**src/shared/rx_link_consts.vh**
```
/*
  constants for the receive link initialisation block: character codes,
  counts, frame length and fifo sizes. assumes inclusion by bare name.
*/
`ifndef RX_LINK_CONSTS_VH
`define RX_LINK_CONSTS_VH

`define CHAR_K            8'hbc
`define CHAR_R            8'h1c
`define CHAR_A            8'h7c
`define CHAR_Q            8'h9c
`define K_COUNT_NEEDED    3'h4
`define ILAS_MULTIFRAMES  3'h4
`define CFG_MULTIFRAME    3'h2
`define DEFAULT_FRAME_LEN 8'h20
`define FIFO_WIDTH        8
`define FIFO_DEPTH        16

`endif

```
**src/rx_link_init.v**
```verilog
/*
  receive link initialisation for one lane: code group sync, alignment
  sequence tracking, config capture and user data streaming through a fifo.
  assumes an 8b/10b decoded character stream on mclk and a single device.
*/
// Function
// - each received character arrives with valid, control, code error and disparity error flags.
// - sync proceeds only out of reset with clock recovery locked and valid characters arriving.
// - a character is usable only with no decode error and no disparity error.
// - after four consecutive K characters the active-low sync request goes high.
// - an R character following the K characters starts the alignment sequence.
// - link configuration is taken from the second multiframe of the alignment sequence.
// - with one device the all-devices aligned flag is loaded from the same data-phase test as the device aligned flag, in the same cycle.
// - after the alignment sequence ends the link streams user data to the transport layer.
// - the sysref input is used only in subclass 1.
// - status, alignment, sync request and interrupt outputs are all on the link clock.
// - in user data phase the transport output carries the converter samples.
// - normal operation needs lock high and calibration busy and both resets low.
`timescale 1ns/1ns
`include "rx_link_consts.vh"

module rx_fifo #(
  parameter WIDTH = `FIFO_WIDTH,
  parameter DEPTH = `FIFO_DEPTH,
  parameter AW    = 4
) (
  input  wire             mclk,
  input  wire             resetn,
  input  wire             flush,
  input  wire [WIDTH-1:0] in_data,
  input  wire             in_valid,
  output wire             in_ready,
  output wire [WIDTH-1:0] out_data,
  output wire             out_valid,
  input  wire             out_ready
);
  reg [WIDTH-1:0] mem [0:DEPTH-1];
  reg [AW-1:0]    wr_ptr;
  reg [AW-1:0]    rd_ptr;
  reg [AW:0]      fill;
  wire            do_wr;
  wire            do_rd;

  assign in_ready  = (fill != DEPTH[AW:0]);
  assign out_valid = (fill != {(AW+1){1'b0}});
  assign out_data  = mem[rd_ptr];
  assign do_wr     = in_valid && in_ready;
  assign do_rd     = out_valid && out_ready;

  // storage has no reset; only pointers matter
  always @(posedge mclk) begin
    if (do_wr)
      mem[wr_ptr] <= in_data;
  end

  // pointers wrap naturally since depth is a power of two
  always @(posedge mclk or negedge resetn) begin
    if (!resetn) begin
      wr_ptr <= {AW{1'b0}};
      rd_ptr <= {AW{1'b0}};
      fill   <= {(AW+1){1'b0}};
    end else if (flush) begin
      wr_ptr <= {AW{1'b0}};
      rd_ptr <= {AW{1'b0}};
      fill   <= {(AW+1){1'b0}};
    end else begin
      if (do_wr)
        wr_ptr <= wr_ptr + 1'b1;
      if (do_rd)
        rd_ptr <= rd_ptr + 1'b1;
      if (do_wr && !do_rd)
        fill <= fill + 1'b1;
      else if (do_rd && !do_wr)
        fill <= fill - 1'b1;
    end
  end
endmodule // rx_fifo

module rx_link_init #(
  parameter FRAME_LEN = `DEFAULT_FRAME_LEN,
  parameter CFG_BYTES = 14
) (
  input  wire       mclk,
  input  wire       resetn,
  input  wire [7:0] phy_rx_char,
  input  wire       phy_rx_char_valid,
  input  wire       phy_rx_control_flag,
  input  wire       phy_rx_code_error,
  input  wire       phy_rx_disparity_error,
  input  wire       cdr_locked,
  input  wire       phy_cal_busy,
  input  wire       phy_analog_reset,
  input  wire       phy_digital_reset,
  input  wire       subclass1,
  input  wire       sysref,
  input  wire       transport_rx_ready,
  output reg        sync_request_n,
  output reg        dev_lane_aligned,
  output reg        alldev_lane_aligned,
  output reg        start_of_multiframe,
  output reg  [7:0] transport_rx_samples,
  output reg        transport_rx_valid,
  output reg        rx_link_interrupt,
  output reg        link_error,
  output reg  [1:0] link_phase,
  output reg  [7:0] cfg_byte,
  output reg  [3:0] cfg_index,
  output reg        cfg_valid,
  output reg        sysref_seen
);
  localparam PH_CGS  = 2'h0;
  localparam PH_WAIT = 2'h1;
  localparam PH_ILAS = 2'h2;
  localparam PH_DATA = 2'h3;

  // pin inputs pass two flops; first stage is read only by the second
  reg  [3:0] pin_meta;
  reg  [3:0] pin_sync;
  reg  [2:0] k_count;
  reg  [1:0] phase;
  reg  [2:0] mf_num;
  reg  [7:0] frame_pos;
  reg  [3:0] cfg_cnt;
  reg        sysref_d;
  wire       cdr_ok;
  wire       cal_busy_s;
  wire       sysref_s;
  wire       sub1_s;
  wire       link_ready;
  wire       char_ok;
  wire       is_k;
  wire       is_r;
  wire       mf_end;
  wire       fifo_in_ready;
  wire [7:0] fifo_data;
  wire       fifo_valid;
  wire       fifo_take;

  function is_ctrl;
    input [7:0] c;
    input [7:0] code;
    input       ctl;
    begin
      is_ctrl = ctl && (c == code);
    end
  endfunction

  // double-flop the pin-level status lines
  always @(posedge mclk or negedge resetn) begin
    if (!resetn) begin
      pin_meta <= 4'h0;
      pin_sync <= 4'h0;
    end else begin
      pin_meta <= {sysref, subclass1, phy_cal_busy, cdr_locked};
      pin_sync <= pin_meta;
    end
  end

  assign cdr_ok     = pin_sync[0];
  assign cal_busy_s = pin_sync[1];
  assign sub1_s     = pin_sync[2];
  assign sysref_s   = pin_sync[3];
  // phy resets are driven from the link clock domain, so read directly
  assign link_ready = cdr_ok && !cal_busy_s && !phy_analog_reset && !phy_digital_reset;
  assign char_ok    = phy_rx_char_valid && !phy_rx_code_error && !phy_rx_disparity_error;
  assign is_k       = char_ok && is_ctrl(phy_rx_char, `CHAR_K, phy_rx_control_flag);
  assign is_r       = char_ok && is_ctrl(phy_rx_char, `CHAR_R, phy_rx_control_flag);
  assign mf_end     = (frame_pos == FRAME_LEN[7:0] - 8'h01);
  assign fifo_take  = fifo_valid && transport_rx_ready;

  // link phase machine and counters
  always @(posedge mclk or negedge resetn) begin
    if (!resetn) begin
      phase     <= PH_CGS;
      k_count   <= 3'h0;
      mf_num    <= 3'h0;
      frame_pos <= 8'h00;
      cfg_cnt   <= 4'h0;
    end else if (!link_ready) begin
      phase   <= PH_CGS; // lost lock drops the link back to sync
      k_count <= 3'h0;
    end else if (phy_rx_char_valid) begin
      case (phase)
        PH_CGS: begin
          if (!is_k)
            k_count <= 3'h0;
          else if (k_count == `K_COUNT_NEEDED - 3'h1)
            phase <= PH_WAIT;
          else
            k_count <= k_count + 3'h1;
        end
        PH_WAIT: begin
          if (is_r) begin
            phase     <= PH_ILAS;
            mf_num    <= 3'h1;
            frame_pos <= 8'h01;
            cfg_cnt   <= 4'h0;
          end else if (!is_k) begin
            phase   <= PH_CGS;
            k_count <= 3'h0;
          end
        end
        PH_ILAS: begin
          frame_pos <= mf_end ? 8'h00 : frame_pos + 8'h01;
          if (mf_num == `CFG_MULTIFRAME && frame_pos >= 8'h02 && cfg_cnt != CFG_BYTES[3:0])
            cfg_cnt <= cfg_cnt + 4'h1;
          if (mf_end) begin
            if (mf_num == `ILAS_MULTIFRAMES)
              phase <= PH_DATA;
            else
              mf_num <= mf_num + 3'h1;
          end
        end
        PH_DATA: begin
          frame_pos <= mf_end ? 8'h00 : frame_pos + 8'h01;
          if (!char_ok) begin
            phase   <= PH_CGS; // a bad character forces resync
            k_count <= 3'h0;
          end
        end
        default: phase <= PH_CGS;
      endcase
    end
  end

  // registered outputs; sync request and alignment are all on mclk
  always @(posedge mclk or negedge resetn) begin
    if (!resetn) begin
      sync_request_n      <= 1'b0;
      dev_lane_aligned    <= 1'b0;
      alldev_lane_aligned <= 1'b0;
      start_of_multiframe <= 1'b0;
      link_phase          <= PH_CGS;
      cfg_byte            <= 8'h00;
      cfg_index           <= 4'h0;
      cfg_valid           <= 1'b0;
      link_error          <= 1'b0;
      rx_link_interrupt   <= 1'b0;
      sysref_d            <= 1'b0;
      sysref_seen         <= 1'b0;
    end else begin
      sync_request_n      <= (phase != PH_CGS);
      dev_lane_aligned    <= (phase == PH_DATA);
      alldev_lane_aligned <= (phase == PH_DATA);
      start_of_multiframe <= (phase == PH_ILAS || phase == PH_DATA) && phy_rx_char_valid && frame_pos == 8'h00;
      link_phase          <= phase;
      cfg_valid           <= link_ready && phy_rx_char_valid && phase == PH_ILAS &&
                             mf_num == `CFG_MULTIFRAME && frame_pos >= 8'h02 && cfg_cnt != CFG_BYTES[3:0];
      cfg_byte            <= phy_rx_char;
      cfg_index           <= cfg_cnt;
      link_error          <= phy_rx_char_valid && !char_ok;
      rx_link_interrupt   <= (phase == PH_DATA) && phy_rx_char_valid && !char_ok;
      sysref_d            <= sysref_s;
      // sysref ignored unless subclass 1 is selected
      if (sub1_s && sysref_s && !sysref_d)
        sysref_seen <= 1'b1;
      else if (!sub1_s)
        sysref_seen <= 1'b0;
    end
  end

  // user data buffered so the transport layer may stall briefly
  rx_fifo #(
    .WIDTH (`FIFO_WIDTH),
    .DEPTH (`FIFO_DEPTH),
    .AW    (4)
  ) u_fifo (
    .mclk      (mclk),
    .resetn    (resetn),
    .flush     (phase != PH_DATA),
    .in_data   (phy_rx_char),
    .in_valid  (phase == PH_DATA && char_ok),
    .in_ready  (fifo_in_ready),
    .out_data  (fifo_data),
    .out_valid (fifo_valid),
    .out_ready (transport_rx_ready)
  );

  // output stage; lane data has no back-pressure, overflow drops words
  always @(posedge mclk or negedge resetn) begin
    if (!resetn) begin
      transport_rx_samples <= 8'h00;
      transport_rx_valid   <= 1'b0;
    end else begin
      transport_rx_valid <= fifo_take;
      if (fifo_take)
        transport_rx_samples <= fifo_data;
    end
  end

  wire unused_ok = fifo_in_ready;
endmodule // rx_link_init

```
**config.mk**
```make
export PLATFORM = sky130hd
export DESIGN_NAME = rx_link_init
export DESIGN_NICKNAME = d
export VERILOG_FILES = /design/src/rx_link_init.v
export VERILOG_INCLUDE_DIRS = /design/src /design/src/shared
export SDC_FILE = /design/constraint.sdc
export NUM_CORES = 1
export LEC_CHECK = 0
export ABC_CLOCK_PERIOD_IN_PS = 3950
export BUFFER_PORTS_ARGS = -buffer_cell sky130_fd_sc_hd__buf_2
export CAP_MARGIN = 20
export CELL_PAD_IN_SITES_DETAIL_PLACEMENT = 1
export CELL_PAD_IN_SITES_GLOBAL_PLACEMENT = 2
export CORE_ASPECT_RATIO = 1.4
export CORE_MARGIN = 2
export CORE_UTILIZATION = 35
export CTS_CLUSTER_SIZE = 40
export DETAILED_ROUTE_END_ITERATION = 10
export PLACE_DENSITY = 0.67
export SETUP_SLACK_MARGIN = 0.4
export SLEW_MARGIN = 10
export SYNTH_ARGS = -nofsm -noshare
export SYNTH_HDL_FRONTEND = slang
export SYNTH_SLANG_ARGS = --single-unit
```
**constraint.sdc**
```tcl
create_clock -name mclk -period 3.95 [get_ports mclk]
set_input_delay 0.79 -clock mclk [delete_from_list [all_inputs] [get_ports mclk]]
set_output_delay 0.79 -clock mclk [all_outputs]
set_load 0.05 [all_outputs]
```
==> Word level (Yosys, flattened, before mapping) <==
Memory sizes are Yosys's and may differ from the RTL's. A register that Yosys moved wholly into a read port is not among the register bits.
Cells that the tools add are included.
{ "totals": {"rom_bits": 0, "elab_cells": 153, "regBits": 64, "in_bits": 21, "out_inout_bits": 31, "latch_bits": 0, "memories": 1, "ram_bits": 128} }
{ "memory_table": {"columns": ["name", "words", "width", "rd", "rd_clocked_by_memory_dff", "wr", "line_no", "text"], "rows": [
  ["u_fifo.mem", 16, 8, 1, 1, 1, "rx_link_init.v:37", "reg [WIDTH-1:0] mem [0:DEPTH-1];"]
]} }
{ "classes": {"n_mul": 0, "shift": 0, "muxes": 39, "div": 0, "n_bitwise": 0, "n_eq_ne": 28, "magnitude_cmp": 1, "add_sub_neg": 8, "n_reduce_logical": 54} }
{ "ops": {"columns": ["operator", "count"], "rows": [
  ["3-bit two-way mux", 10],
  ["1-bit logical AND", 28],
  ["4-bit two-way mux", 6],
  ["3-bit != test, second input constant", 7],
  ["2-bit two-way mux", 9],
  ["8-bit by 5-bit equality test with 1-bit output, second input constant", 2],
  ["8-bit two-way mux", 2],
  ["8-bit one-hot mux with 2 select lines", 1],
  ["5-bit two-way mux", 3],
  ["4-bit by 1-bit adder with 4-bit output, second input constant", 3],
  ["2-bit != test, second input constant", 6],
  ["4-bit != test, second input constant", 3],
  ["6-bit AND reduction", 2],
  ["1-bit logical NOT", 10],
  ["2-bit nonzero test", 5],
  ["3-bit one-hot mux with 3 select lines", 1],
  ["8-bit by 1-bit adder with 8-bit output, second input constant", 1],
  ["8-bit equality test, second input constant", 1],
  ["8-bit by 2-bit >= comparator with 1-bit output, second input constant", 1],
  ["8-bit logical NOT", 1],
  ["2-bit one-hot mux with 4 select lines", 1],
  ["4-bit one-hot mux with 2 select lines", 1],
  ["7-bit AND reduction", 1],
  ["3-bit by 1-bit adder with 3-bit output, second input constant", 2],
  ["18 further kinds", 23]
]} }

==> Logic depth before layout (Yosys ltp) <==
{ "depth": {"depth_word": 10, "depth_mapped": 12, "mapped_depth_nobuf": 11} }

==> Modules after synthesis <==
A second synthesis with hierarchy kept.
{ "hier_totals": {"hier_cells": 522, "area_unflattened_um2": 8575.7} }
{ "modules_own_cells": {"columns": ["mod", "cells_each", "seq_area_each_um2", "area_each_um2", "instances"], "rows": [
  ["rx_fifo", 293, 4169.0, 5921.9, 1],
  ["rx_link_init", 229, 1476.4, 2653.8, 1]
]} }

==> Least setup slack after synthesis <==
No wires, ideal clock.
{ "synth_path": {"kind": "input port to flip-flop", "start": "in phy_rx_char_valid", "end": "reg u_fifo.fill[4]", "setup_time_ps": 78, "t_arrival_ps": 3238, "n_path_buf": 1, "t_required_ps": 3872, "path_slack_ps": 634, "cell_stages": 11, "path_cell_list": "buf_4 -> or3b_4 -> a211oi_4 -> ha_1 -> inv_1 -> fa_1 -> a21o_1 -> a21oi_1 -> xnor2_1 -> or3_1 -> a21oi_1"} }
{ "synth_via": {"elab_chain_cells": 7, "elab_cells_between_ends": 10, "classes_between": "mux (2); reduce/logical (8)"} }
{ "synth_rtl": {"columns": ["item", "line_no", "text"], "rows": [
  ["start, declared", "rx_link_init.v:86", "input wire phy_rx_char_valid,"],
  ["1-bit logical AND (*) (2 in a row)", "rx_link_init.v:165", "assign char_ok = phy_rx_char_valid && !phy_rx_code_error && !phy_rx_disparity_error;"],
  ["1-bit logical AND (*)", "rx_link_init.v:272", ".in_valid (phase == PH_DATA && char_ok),"],
  ["1-bit logical AND (*)", "rx_link_init.v:47", "assign do_wr = in_valid && in_ready;"],
  ["1-bit logical AND or 1-bit logical NOT (tied branches)", "rx_link_init.v:71, rx_link_init.v:73", null],
  ["5-bit two-way mux or 1-bit logical AND (tied branches)", "rx_link_init.v:71, rx_link_init.v:73", null],
  ["5-bit two-way mux or 3-bit nonzero test (tied branches)", null, null],
  ["end signal, assigned", "rx_link_init.v:61", "fill <= {(AW+1){1'b0}};"],
  ["end signal, assigned", "rx_link_init.v:65", "fill <= {(AW+1){1'b0}};"],
  ["end signal, assigned", "rx_link_init.v:72", "fill <= fill + 1'b1;"],
  ["end, declared", "rx_link_init.v:40", "reg [AW:0] fill;"]
]} }
Mark *: on every way between the ends. The rest lies on a longest branch, timed or not.
A chain may end at the register's enable or synchronous reset.

==> Worst setup path after layout <==
Ends and elaborated chain as after synthesis.

==> results.cfg <==
[grt]
grt_pass1_wl_mm = 28.9
grt_usage = 0.159
antenna_found_initial = 0
grt.overflow.total = 0
grt_max_degree = 73
grt_pass1_vias = 4884

[yosys]
synth_ff_type = edfxtp_1
ys_ff_latch = 200
synth_edf_count = 128
synthTopCellsByCount = 128 x edfxtp_1, 72 x dfrtp_1, 32 x mux4_2
yosysTopAreaCellShare = 0.471
synthCells = 503
netlist_top_cells_area = edfxtp_1 47%, dfrtp_1 22%, mux4_2 8.8%
synthDistinctLibCells = 56
synth_most_common_cell = edfxtp_1
synth_top_cell_by_area = edfxtp_1
netlist_area_um2 = 8160
synth_warnings = 0
syn_area_per_cell_um2 = 16.2
synthArstFlopShare = 0.360
synth_fp_nets = 545
synth-seq-area-share = 0.692

[clock_tree]
root_buffer = clkbuf_16
cts-hold-fix-buffers = 0
ctsResizeCount = 0
postCtsSetupBuffers = 0
clockBufferDepth = 2
h-tree-depth = 4
cts_buffers = 17
cts_tree = built
clk_transition_reported_paths_ns = 0.07
cts_sinks = 200
clkLatencyLatePin_ns = 0.43

[power_and_ir_drop]
p_per_area_nw_per_um2 = 428
power.leakage_nw = 3.34
vdd_drop_max_v = 0.000293

[drt]
vias = 4451
drt_iter0_markers = 237
dr.pass1.iters = 4
routed_wl_mm = 18.0
drc_errors = 0
post_drt_wl_per_cell_um = 20.6
postRouteAntennaNets = 0
vias_per_cell = 5.08

[timing]
tns_ns = 0
fin_crit_sh = 0.748
drv_slew = 0
skew_ns = 0.0113
slew_headroom = 0.333
worst_slack_ns = 0.997
worst_pin_slew_ns = 1.00
rsz0062_at_grt = no
hold_viol = 0
final-setup-viol-count = 0
fin_crit_ns = 2.95
holdWs_ns = 0.350
timing.fmax_ghz = 0.339

[critical_path]
crit_top_cell = a21oi_1
critPathKind = primary input to register
path_cells = buf_2 -> or3b_4 -> a211oi_4 -> ha_1 -> inv_1 -> fa_1 -> a21o_1 -> a21oi_1 -> xnor2_1 -> or3_1 -> a21oi_1
startpoint_type = primary input
critPathCaptureType = register
slowest_delay_ns = 0.43
crit_arrival_ns = 3.31
cp.required_ns = 4.31
cpLargestDelayFamily = compound AO/OA/AOI/OAI gates
cp_max_fo = 10
cp_num_buf_inv = 2
slowest_stage = fa_1

[run_status]
status = completed

[floorplanning]
dieArea_um2 = 24600
die_w_um = 133
ios = 52
fp.dieH_um = 185
coreArea_um2 = 23000
start_util = 0.354
rows = 66

[final_layout]
diodes = 0
layout.nets = 600
fillCellCount = 2322
drive_gt1_frac = 0.243
area.growth.synth_to_final_pct = 13.8
finalNonFillerCells = 877
post-route-util = 0.403

[placed_design]
dp_hpwl_mm = 12.3
place.gp.congestion = 0.805
portBuffers = 51
place_inst = 845
place_ws_ns = 0.527

[flow_run]
max_cap_violations = 0

[hold_path]
min_path_type = register to register
[metrics by stage]
stage,power [mW],area (um^2)
6_report,3.97,9290
5_1_grt,4.11,9290
4_1_cts,4.02,9290
3_5_place_dp,2.43,8750
3_3_place_gp,2.43,8750
2_1_floorplan,2.36,8160
[where the power goes]
part / switching [mW] / leakage, nW / internal, mW
Clock: 0.775 / 0.251 / 0.813
Combinational: 0.103 / 1.04 / 0.0257
Sequential: 0.00695 / 2.05 / 2.25
[state kept, by name, summed over array words and instances (netlist names), 4 cells and up]
register and count:
u_fifo.mem 128, cfg_byte 8, frame_pos 8, transport_rx_samples 8, u_fifo.fill 5, cfg_cnt 4, cfg_index 4, pin_meta 4
pin_sync 4, u_fifo.rd_ptr 4, u_fifo.wr_ptr 4
[final timing paths]
path	startpoint	end	slack (ns)	depth (start not counted)
hold / removal	pin_meta[0]	pin_sync[0]	0.35	0
min in group asynchronous	resetn	transport_rx_samples[2]	0.49	1
setup / recovery	phy_rx_char_valid	u_fifo.fill[4]	1.0	11
hold reg to reg	pin_meta[0]	pin_sync[0]	0.35	0
setup reg to reg	u_fifo.fill[1]	u_fifo.fill[4]	1.02	11
max in group asynchronous	resetn	u_fifo.rd_ptr[1]	2.74	1
[layout by cell type (no fill, tap or decap), drive strengths merged, types with 7 or more instances in the layout]
master  netlist  routed
o21ai        11      11
buf          10      57
ha           20      20
nand3        10      10
mux4         32      32
nor3          7       7
a21oi        18      18
inv          17      21
mux2          9       9
and2         20      20
dfrtp        72      72
nand2        24      24
nor2         21      21
edfxtp      128     128
o22ai        17      17
clkbuf       11      19
[layer usage]
metal / part of all wire / global-route usage
met4: 0.015 / 0.0520
met5: 0 / 0
met1: 0.41 / 0.189
met2: 0.54 / 0.286
met3: 0.030 / 0.0327
[cells by family after synthesis]
logic type,share of synthesized area
compound gates,0.0596
mux,0.106
flops,0.692
buf+inv,0.0199
simple gates,0.0803
xor+xnor,0.00966
fa+ha+maj,0.0331
[layout make-up]
cell class / instances / area (um^2) / share of cell area
Timing Repair Buffer: 57 / 303 / 0.0326
Sequential cell: 200 / 5650 / 0.608
Tap cell: 306 / 383 / 0.0412
Multi-Input combinational cell: 265 / 2360 / 0.254
Clock buffer: 19 / 433 / 0.0466
Inverter: 17 / 63.8 / 0.00687
Clock inverter: 13 / 97.6 / 0.0105
[worst register-to-register path, cell delays in order (launching register included)]
cell      delay [ns]
dfrtp_1         0.45
nor4_2          0.58
a21boi_2        0.13
inv_1           0.08
ha_1            0.18
inv_1           0.12
fa_1            0.43
a21o_1          0.19
a21oi_1         0.17
xnor2_1         0.09
or3_1           0.30
a21oi_1         0.14
(Power assumes the default switching activity.)
